`config.mk`:
```
export PLATFORM = sky130hd
export DESIGN_NAME = eecl_loader
export DESIGN_NICKNAME = d
export VERILOG_FILES = /design/src/hdl/eecl_pkg.sv /design/src/hdl/eecl_loader.sv /design/src/hdl/eecl_storm_guard.sv
export SDC_FILE = /design/constraint.sdc
export NUM_CORES = 1
export LEC_CHECK = 0
export BUFFER_PORTS_ARGS = -buffer_cell sky130_fd_sc_hd__buf_2
export CAP_MARGIN = 5
export CELL_PAD_IN_SITES_DETAIL_PLACEMENT = 1
export CELL_PAD_IN_SITES_GLOBAL_PLACEMENT = 1
export CORE_ASPECT_RATIO = 0.7
export CORE_UTILIZATION = 45
export CTS_BUF_LIST = sky130_fd_sc_hd__clkbuf_8 sky130_fd_sc_hd__clkbuf_16
export DETAILED_ROUTE_END_ITERATION = 7
export PLACE_DENSITY = 0.91
export SYNTH_ARGS = -nofsm -noshare
export SYNTH_HDL_FRONTEND = slang
export SYNTH_SLANG_ARGS = --single-unit
```
`constraint.sdc`:
```
create_clock -name pclk -period 3.8 [get_ports pclk]
set_input_delay 0.38 -clock pclk [delete_from_list [all_inputs] [get_ports pclk]]
set_output_delay 0.38 -clock pclk [all_outputs]
set_load 0.01 [all_outputs]
```
`src/hdl/eecl_pkg.sv`:
```
// Constants, field layout and types of the configuration loader.
// Assumes one clock domain (pclk) and an APB register window.
// ------------------------------------------------------------
// Summary of operation
// ------------------------------------------------------------
// Summary of operation
// - Bytes 0 and 1 must hold 55AA for the EEPROM to count as present.
// - Load EEPROM settings only after power-on reset and only with a valid signature.
// - LED mode from byte 2 bits 1:0, default 3, mirrored at 0x12 bits 15:14.
// - Byte 4 bit 7 enables pause frames, default 1, mirrored at 0x12 bit 13.
// - Byte 4 bit 4 enables backpressure, default 1; type only matters when set.
// - Byte 5 bits 4:3 select carrier, collision with hashing, collision without hashing.
// - Byte 4 bit 3 enables external MAC port flow control, default 1, mirror bit 10.
// - Storm guard drops a packet when queued broadcasts exceed the threshold.
package eecl_pkg;

  localparam logic [7:0] SIG_BYTE0 = 8'h55;
  localparam logic [7:0] SIG_BYTE1 = 8'hAA;
  localparam logic [7:0] LOAD_BYTES = 8'h06;
  localparam logic [1:0] STRAP_SETTLE = 2'h2;

  // Register indices; byte address is four times the index
  localparam logic [7:0] IDX_SIG_LOW = 8'h00;
  localparam logic [7:0] IDX_SIG_HIGH = 8'h01;
  localparam logic [7:0] IDX_LED_SEL = 8'h02;
  localparam logic [7:0] IDX_RSVD3 = 8'h03;
  localparam logic [7:0] IDX_SWCTL1 = 8'h04;
  localparam logic [7:0] IDX_SWCTL2 = 8'h05;
  localparam logic [7:0] IDX_STATUS = 8'h08;
  localparam logic [7:0] IDX_CFG_0A = 8'h0A;
  localparam logic [7:0] IDX_MGMT_12 = 8'h12;

  // EEPROM byte fields
  localparam int LED_LSB = 0;
  localparam int PAUSE_BIT = 7;
  localparam int BP_EN_BIT = 4;
  localparam int MACX_BIT = 3;
  localparam int STORM_BIT = 2;
  localparam int BP_TYPE_LSB = 3;
  // Management register 0x12 mirror positions
  localparam int MIR_LED_LSB = 14;
  localparam int MIR_PAUSE = 13;
  localparam int MIR_BP_EN = 12;
  localparam int MIR_STORM = 11;
  localparam int MIR_MACX = 10;
  // Config register 0x0A storm threshold field
  localparam int THR_LSB = 13;
  localparam logic [15:0] CFG_0A_RESET = 16'h0000;

  // Reset values of the settings
  localparam logic [1:0] LED_DEFAULT = 2'h3;
  localparam logic PAUSE_DEFAULT = 1'b1;
  localparam logic BP_EN_DEFAULT = 1'b1;
  localparam logic MACX_DEFAULT = 1'b1;
  localparam logic STORM_DEFAULT = 1'b0;

  typedef enum logic [1:0] {
    BP_CARRIER = 2'b00,
    BP_COLL_HASH = 2'b01,
    BP_COLL_NOHASH = 2'b10,
    BP_RESERVED = 2'b11
  } eecl_bp_type_t;

  typedef enum logic [2:0] {
    ST_SETTLE = 3'b000,
    ST_STRAP = 3'b001,
    ST_REQ = 3'b010,
    ST_CHECK = 3'b011,
    ST_APPLY = 3'b100,
    ST_DONE = 3'b101
  } eecl_state_t;

  typedef struct packed {
    logic [1:0] led_mode;
    logic pause_en;
    logic bp_en;
    eecl_bp_type_t bp_type;
    logic mac_flow_en;
    logic storm_en;
  } eecl_cfg_t;

  // Strap pins, sampled once after reset release
  typedef struct packed {
    logic [1:0] led_sel;
    logic pause_en;
    logic bp_en;
    logic storm_en;
    logic strap_wan_rx_bit0;
  } eecl_strap_t;

endpackage : eecl_pkg

```
`src/hdl/eecl_loader.sv`:
```
// Configuration loader top: reads the first EEPROM bytes after reset and
// applies them when the signature is valid; APB slave for status.
// Assumes a byte reader on pclk that answers rom_req with a one-cycle rom_ack.
`timescale 1ns/1ps
`default_nettype none
module eecl_loader #(
  parameter int QW = 8
) (
  input wire logic pclk, // System clock, 50 MHz
  input wire logic presetn, // Async reset, active low
  input wire logic psel, // APB select
  input wire logic penable, // APB access phase
  input wire logic pwrite, // APB write
  input wire logic [11:0] paddr, // APB byte address
  input wire logic [31:0] pwdata, // APB write data
  output logic [31:0] prdata, // APB read data
  output logic pready, // APB ready
  output logic pslverr, // APB error on unmapped address or on a write to any register but 0x0A
  output logic rom_req, // Byte read request, held until ack
  output logic [7:0] rom_addr, // EEPROM byte address
  input wire logic rom_ack, // Byte read done, one cycle
  input wire logic [7:0] rom_data, // Byte read value, valid with ack
  input wire eecl_pkg::eecl_strap_t strap_pins, // Strap pins, asynchronous
  output eecl_pkg::eecl_cfg_t cfg, // Active settings
  output logic [1:0] bp_mode, // Effective backpressure mode
  output logic bp_active, // Backpressure in force
  output logic load_done, // Loading finished
  output logic eeprom_valid, // Signature found
  input wire logic [QW-1:0] bcast_queued, // Broadcasts queued
  input wire logic bcast_pkt_valid, // Incoming broadcast strobe
  output logic bcast_drop // Drop verdict for that packet
);

  // ------------------------------------------------------------
  // Strap synchroniser
  // ------------------------------------------------------------
  eecl_pkg::eecl_strap_t strap_meta;
  eecl_pkg::eecl_strap_t strap_sync;

  always_ff @(posedge pclk or negedge presetn)
  begin
    if (!presetn)
    begin
      strap_meta <= '0;
      strap_sync <= '0;
    end
    else
    begin
      strap_meta <= strap_pins;
      strap_sync <= strap_meta;
    end
  end

  // ------------------------------------------------------------
  // Load sequencer
  // ------------------------------------------------------------
  eecl_pkg::eecl_state_t state;
  eecl_pkg::eecl_state_t next_state;
  logic [1:0] settle_cnt;
  logic [7:0] byte_idx;
  logic [7:0] rom_image [0:5];
  logic sig_ok;
  logic sig_bad;
  logic last_byte;

  assign sig_ok = (rom_image[0] == eecl_pkg::SIG_BYTE0) &&
                  (rom_image[1] == eecl_pkg::SIG_BYTE1);
  // Abort as soon as byte 1 is in and the pattern fails
  assign sig_bad = (byte_idx == 8'h02) && !sig_ok;
  assign last_byte = byte_idx == eecl_pkg::LOAD_BYTES;

  always_comb
  begin
    next_state = state;
    case (state)
      eecl_pkg::ST_SETTLE:
        if (settle_cnt == eecl_pkg::STRAP_SETTLE)
          next_state = eecl_pkg::ST_STRAP;
      eecl_pkg::ST_STRAP:
        next_state = eecl_pkg::ST_REQ;
      eecl_pkg::ST_REQ:
        if (rom_ack)
          next_state = eecl_pkg::ST_CHECK;
      eecl_pkg::ST_CHECK:
        if (sig_bad)
          next_state = eecl_pkg::ST_DONE;
        else if (last_byte)
          next_state = eecl_pkg::ST_APPLY;
        else
          next_state = eecl_pkg::ST_REQ;
      eecl_pkg::ST_APPLY:
        next_state = eecl_pkg::ST_DONE;
      eecl_pkg::ST_DONE:
        next_state = eecl_pkg::ST_DONE;
      default:
        next_state = eecl_pkg::ST_SETTLE;
    endcase
  end

  always_ff @(posedge pclk or negedge presetn)
  begin
    if (!presetn)
      state <= eecl_pkg::ST_SETTLE;
    else
      state <= next_state;
  end

  // Straps need two edges to clear the synchroniser after release
  always_ff @(posedge pclk or negedge presetn)
  begin
    if (!presetn)
      settle_cnt <= 2'h0;
    else if (state == eecl_pkg::ST_SETTLE)
      settle_cnt <= settle_cnt + 2'h1;
  end

  always_ff @(posedge pclk or negedge presetn)
  begin
    if (!presetn)
      byte_idx <= 8'h00;
    else if (state == eecl_pkg::ST_REQ && rom_ack)
      byte_idx <= byte_idx + 8'h01;
  end

  always_ff @(posedge pclk or negedge presetn)
  begin
    if (!presetn)
      for (int i = 0; i < 6; i++)
        rom_image[i] <= 8'h00;
    else if (state == eecl_pkg::ST_REQ && rom_ack && byte_idx < eecl_pkg::LOAD_BYTES)
      rom_image[byte_idx[2:0]] <= rom_data;
  end

  assign rom_req = state == eecl_pkg::ST_REQ;
  assign rom_addr = byte_idx;

  // ------------------------------------------------------------
  // Settings
  // ------------------------------------------------------------
  eecl_pkg::eecl_cfg_t rom_cfg;
  eecl_pkg::eecl_cfg_t strap_cfg;
  logic [7:0] ctl1;
  logic [7:0] ctl2;

  assign ctl1 = rom_image[eecl_pkg::IDX_SWCTL1[2:0]];
  assign ctl2 = rom_image[eecl_pkg::IDX_SWCTL2[2:0]];
  assign rom_cfg.led_mode = rom_image[eecl_pkg::IDX_LED_SEL[2:0]][eecl_pkg::LED_LSB +: 2];
  assign rom_cfg.pause_en = ctl1[eecl_pkg::PAUSE_BIT];
  assign rom_cfg.bp_en = ctl1[eecl_pkg::BP_EN_BIT];
  assign rom_cfg.mac_flow_en = ctl1[eecl_pkg::MACX_BIT];
  assign rom_cfg.storm_en = ctl1[eecl_pkg::STORM_BIT];
  assign rom_cfg.bp_type = eecl_pkg::eecl_bp_type_t'(ctl2[eecl_pkg::BP_TYPE_LSB +: 2]);

  assign strap_cfg.led_mode = strap_sync.led_sel;
  assign strap_cfg.pause_en = strap_sync.pause_en;
  assign strap_cfg.bp_en = strap_sync.bp_en;
  assign strap_cfg.mac_flow_en = strap_sync.strap_wan_rx_bit0;
  assign strap_cfg.storm_en = strap_sync.storm_en;
  assign strap_cfg.bp_type = eecl_pkg::BP_CARRIER;

  always_ff @(posedge pclk or negedge presetn)
  begin
    if (!presetn)
    begin
      cfg.led_mode <= eecl_pkg::LED_DEFAULT;
      cfg.pause_en <= eecl_pkg::PAUSE_DEFAULT;
      cfg.bp_en <= eecl_pkg::BP_EN_DEFAULT;
      cfg.bp_type <= eecl_pkg::BP_CARRIER;
      cfg.mac_flow_en <= eecl_pkg::MACX_DEFAULT;
      cfg.storm_en <= eecl_pkg::STORM_DEFAULT;
    end
    else if (state == eecl_pkg::ST_STRAP)
      cfg <= strap_cfg;
    else if (state == eecl_pkg::ST_APPLY)
      cfg <= rom_cfg;
  end

  always_ff @(posedge pclk or negedge presetn)
  begin
    if (!presetn)
      eeprom_valid <= 1'b0;
    else if (state == eecl_pkg::ST_APPLY)
      eeprom_valid <= 1'b1;
  end

  assign load_done = state == eecl_pkg::ST_DONE;
  assign bp_active = cfg.bp_en;
  // Type is meaningless without the enable; reserved code falls back to carrier
  assign bp_mode = (!cfg.bp_en || cfg.bp_type == eecl_pkg::BP_RESERVED) ?
                   eecl_pkg::BP_CARRIER : cfg.bp_type;

  // ------------------------------------------------------------
  // APB registers
  // ------------------------------------------------------------
  function automatic logic hit(input logic [11:0] addr, input logic [7:0] idx);
    hit = (addr[1:0] == 2'h0) && (addr[9:2] == idx) && (addr[11:10] == 2'h0);
  endfunction : hit

  logic [15:0] cfg_0a;
  logic [15:0] mgmt_12;
  logic [2:0] status_word;
  logic [7:0] rd_byte;
  logic sel_rom;
  logic sel_status;
  logic sel_cfg;
  logic sel_mgmt;
  logic mapped;
  logic wr_cfg;

  assign sel_rom = hit(paddr, eecl_pkg::IDX_SIG_LOW) || hit(paddr, eecl_pkg::IDX_SIG_HIGH) ||
                   hit(paddr, eecl_pkg::IDX_LED_SEL) || hit(paddr, eecl_pkg::IDX_RSVD3) ||
                   hit(paddr, eecl_pkg::IDX_SWCTL1) || hit(paddr, eecl_pkg::IDX_SWCTL2);
  assign sel_status = hit(paddr, eecl_pkg::IDX_STATUS);
  assign sel_cfg = hit(paddr, eecl_pkg::IDX_CFG_0A);
  assign sel_mgmt = hit(paddr, eecl_pkg::IDX_MGMT_12);
  assign mapped = sel_rom || sel_status || sel_cfg || sel_mgmt;
  assign wr_cfg = psel && penable && pwrite && sel_cfg;

  assign mgmt_12 = {cfg.led_mode, cfg.pause_en, cfg.bp_en, cfg.storm_en,
                    cfg.mac_flow_en, 10'h000};
  assign status_word = {eeprom_valid, load_done, rom_req};
  // Byte 3 is reserved and always reads zero
  assign rd_byte = (paddr[4:2] == eecl_pkg::IDX_RSVD3[2:0]) ? 8'h00 :
                   rom_image[paddr[4:2]];

  always_ff @(posedge pclk or negedge presetn)
  begin
    if (!presetn)
      cfg_0a <= eecl_pkg::CFG_0A_RESET;
    else if (wr_cfg)
      cfg_0a <= pwdata[15:0];
  end

  assign pready = 1'b1;
  assign pslverr = psel && penable && (!mapped || (pwrite && !sel_cfg));
  assign prdata = sel_rom ? {24'h000000, rd_byte} :
                  sel_status ? {29'h00000000, status_word} :
                  sel_cfg ? {16'h0000, cfg_0a} :
                  sel_mgmt ? {16'h0000, mgmt_12} : 32'h00000000;

  // ------------------------------------------------------------
  // Broadcast storm guard
  // ------------------------------------------------------------
  eecl_storm_guard #(
    .QW(QW)
  ) u_storm (
    .pclk(pclk),
    .presetn(presetn),
    .enable(cfg.storm_en),
    .thr_sel(cfg_0a[eecl_pkg::THR_LSB +: 2]),
    .bcast_queued(bcast_queued),
    .pkt_valid(bcast_pkt_valid),
    .drop(bcast_drop)
  );
endmodule : eecl_loader
`default_nettype wire

```
`src/hdl/eecl_storm_guard.sv`:
```
// Broadcast storm guard: decides per arriving broadcast packet whether to drop it.
// Assumes queue depth and packet strobes come from logic on pclk.
`timescale 1ns/1ps
`default_nettype none
module eecl_storm_guard #(
  parameter int QW = 8,
  parameter logic [QW-1:0] THR0 = 8'h08,
  parameter logic [QW-1:0] THR1 = 8'h10,
  parameter logic [QW-1:0] THR2 = 8'h20,
  parameter logic [QW-1:0] THR3 = 8'h40
) (
  input wire logic pclk, // System clock
  input wire logic presetn, // Async reset, active low
  input wire logic enable, // Storm protection on
  input wire logic [1:0] thr_sel, // Threshold code
  input wire logic [QW-1:0] bcast_queued, // Broadcasts now queued
  input wire logic pkt_valid, // Incoming broadcast packet strobe
  output logic drop // Drop verdict, one cycle after the strobe
);

  logic [QW-1:0] threshold;
  logic over;

  assign threshold = (thr_sel == 2'h0) ? THR0 :
                     (thr_sel == 2'h1) ? THR1 :
                     (thr_sel == 2'h2) ? THR2 : THR3;
  // Strictly above, so a queue sitting at the threshold still admits
  assign over = bcast_queued > threshold;

  always_ff @(posedge pclk or negedge presetn)
  begin
    if (!presetn)
      drop <= 1'b0;
    else
      drop <= enable && pkt_valid && over;
  end

endmodule : eecl_storm_guard
`default_nettype wire

```
==> impl_metrics.env <==
export IMPL_fin_skew_ns=0.0112
export IMPL_cts_buffers=9
export IMPL_cp_required_ns=3.42
export IMPL_drc=0
export IMPL_ant_nets=0
export IMPL_grt_pass1_vias=3667
export IMPL_clock_latency_ns=0.35
export IMPL_ys_seq_area_share_pct=50.4
export IMPL_drive_gt1_share_pct=40.6
export IMPL_hpwl_mm=9.55
export IMPL_report_final_hold_viol_count=0
export IMPL_track_usage_pct=24.5
export IMPL_via_per_inst=5.58
export IMPL_routed_wl_mm=13.2
export IMPL_clock_sinks=99
export IMPL_antenna_cells=0
export IMPL_ys_types=55
export IMPL_worstSetupPathType="reg -> out"
export IMPL_syn_instance_count=407
export IMPL_synthTopCellsByCount="dfrtp_1, mux2_2, buf_4"
export IMPL_clkTransAtPathRegs_ns=0.07
export IMPL_setup_viol=0
export IMPL_synthTopCellsByArea="dfrtp_1, mux2_2, mux2i_1, buf_4, o22ai_1"
export IMPL_initial_core_util_pct=46.9
export IMPL_wl_per_cell_um=20.4
export IMPL_avgSynthCellArea_sq_um=12.1
export IMPL_outcome="complete, no violations"
export IMPL_synth_area_sq_um=4930
export IMPL_slew_headroom_pct=47.0
export IMPL_fill_cells=1115
export IMPL_grt_first_pass_wirelength_mm=20.5
export IMPL_synth_top_cell_area_share_pct=47.7
export IMPL_fmax_mhz=360
export IMPL_tritoncts="yes"
export IMPL_hold_slack_ns=0.130
export IMPL_synthFlopType="dfrtp_1"
export IMPL_dieArea_sq_um=11400
export IMPL_worstSetupStartpointType="register"
export IMPL_post_cts_buffers=0
export IMPL_placementRows=31
export IMPL_coreArea_sq_um=10500
export IMPL_cts_max_path_buffers=2
export IMPL_syn_to_final_growth_pct=16.5
export IMPL_vdd_drop_max_mv=0.212
export IMPL_period_share_pct=73.1
export IMPL_regArea_sq_um=2480
export IMPL_critPathArrivalTime_ns=2.40
export IMPL_period_minus_slack_ns=2.78
export IMPL_gp_congestion=0.817
export IMPL_port_buffers=96
export IMPL_synth_most_common_cell="dfrtp_1"
export IMPL_fin_area_sq_um=5740
export IMPL_nets=572
export IMPL_synth_edf_count=0
export IMPL_critPathLaunch="state[0]"
export IMPL_synthArstFlopShare_pct=100
export IMPL_reg2reg_slack_ns=1.18
export IMPL_die_h_um=89.6
export IMPL_hold_path_class="in -> reg"
export IMPL_p_leak_uw=0.00286
export IMPL_vias=3599
export IMPL_power_uw=2480
export IMPL_rr_worst_depth=4
export IMPL_worst_slew_pin_transition_ns=0.793
export IMPL_root_buffer="clkbuf_16"
export IMPL_dp_cells=628
export IMPL_die_width_um=127
export IMPL_drt_iter0_drc=161
export IMPL_post_dp_cell_area_sq_um=5410
export IMPL_final_instance_count_excl_fill=645
export IMPL_dr_pass1_iters=4
export IMPL_cts_htree_levels=3
export IMPL_synth_largest_area_cell="dfrtp_1"
export IMPL_cp_max_fo=22
export IMPL_ios=130
export IMPL_fin_setup_tns_ns=0
export IMPL_rsz0062_at_grt="false"
export IMPL_grt_overflow=0
export IMPL_power_density_nw_per_um2=431
export IMPL_multi_input_area_sq_um=2220
export IMPL_ys_warn_count=0
export IMPL_ys_seq_elements=99
export IMPL_ctsResizeCount=0
export IMPL_reg2reg_to="ctl2[1]"
export IMPL_endpoint="prdata[0]"
export IMPL_antenna_found_initial=0
export IMPL_regToRegStartpoint="state[0]"
export IMPL_end_kind="output port"
export IMPL_slew_viol_final=0
export IMPL_maxCapViolations=0
export IMPL_grt_start_max_net_pins=43
-- cell usage in the layout (no fill, tap or decap), types with 8 or more instances in the layout --
cell and instances:
buf_2 95, dfrtp_1 94, mux2_2 72, o22ai_1 22
a21oi_1 18, mux2i_1 18, conb_1 17, nand2_1 15
nor2_1 11, clkbuf_16 9, xnor2_1 8
-- registers in the layout (all words and copies together), names as in the netlist, 2 cells and up --
register    flops
cfg_0a         16
strap_meta      6
strap_cfg       6
ctl2            8
rom_image      30
rom_addr        8
settle_cnt      2
cfg             7
ctl1            8
rom_cfg         2
state           3
-- metal layers --
layer	wire length [um]	track usage (%)	vias to the layer above	share of wire (%)
met5	0	0	-	0
met4	78	4.22	0	0.59
met3	711	6.04	7	5.4
met2	6230	41.7	126	47
met1	6140	32.8	1833	47
li1	-	-	1633	-
-- through the flow --
stage                     setup WS (ns)  util, %
after floorplan                    1.80        -
after global routing              0.864     54.6
after detailed placement           1.25     51.5
after global placement             1.32     51.5
after CTS                          1.08     54.6
final                              1.02     54.6
-- critical path, cell delays in order, from the launching register on --
cell and delay [ns]:
dfrtp_1 0.64, nor3b_1 0.69, a21oi_1 0.17, o32ai_1 0.35, buf_2 0.19
-- where the power goes --
group          total, uW  internal, uW  switching [uW]
clock network        966           568             398
logic                297           124             173
registers           1210          1100             112
total               2480          1790             683
-- how the worst min path moves through the flow --
stage	start	endpoint	slack, ns	cells past startpoint
4_1_cts	strap_pins[2]	strap_meta[2]	0.12	1
6_report	strap_pins[2]	strap_meta[2]	0.13	1
3_3_place_gp	presetn	cfg_0a[3]	0.27	1
3_5_place_dp	presetn	cfg_0a[3]	0.28	1
5_1_grt	strap_pins[0]	strap_meta[0]	0.12	1
2_1_floorplan	presetn	cfg[0]	0.08	0
-- area by class of cell --
type,count,share of cell area [%]
flip-flops and latches,99,43.2
multi-input cells,275,38.6
repair buffers,99,8.84
clock buffers,12,4.64
well taps,148,3.22
clock inverters,4,0.958
inverters,8,0.523
-- repair_timing --
action / in CTS / in global routing
setup endpoints to repair: 0 / 0
hold buffers: 1 / 0
hold endpoints to repair: 19 / 0
-- logic make-up (layout without fill, tap and decap cells) --
family,count (synthesis),count (layout),share of synthesized area (%)
AOI/OAI and AO/OA,76,76,10.2
xor gates and xnor gates,8,8,1.42
adders and majority gates,7,7,1.78
buffers and inverters,48,123,5.86
DFF,99,99,50.4
muxes,90,90,20.1
other,2,17,0.152
and+or+nand+nor,77,77,10.1
No activity file was read; power rests on OpenSTA's default activity.
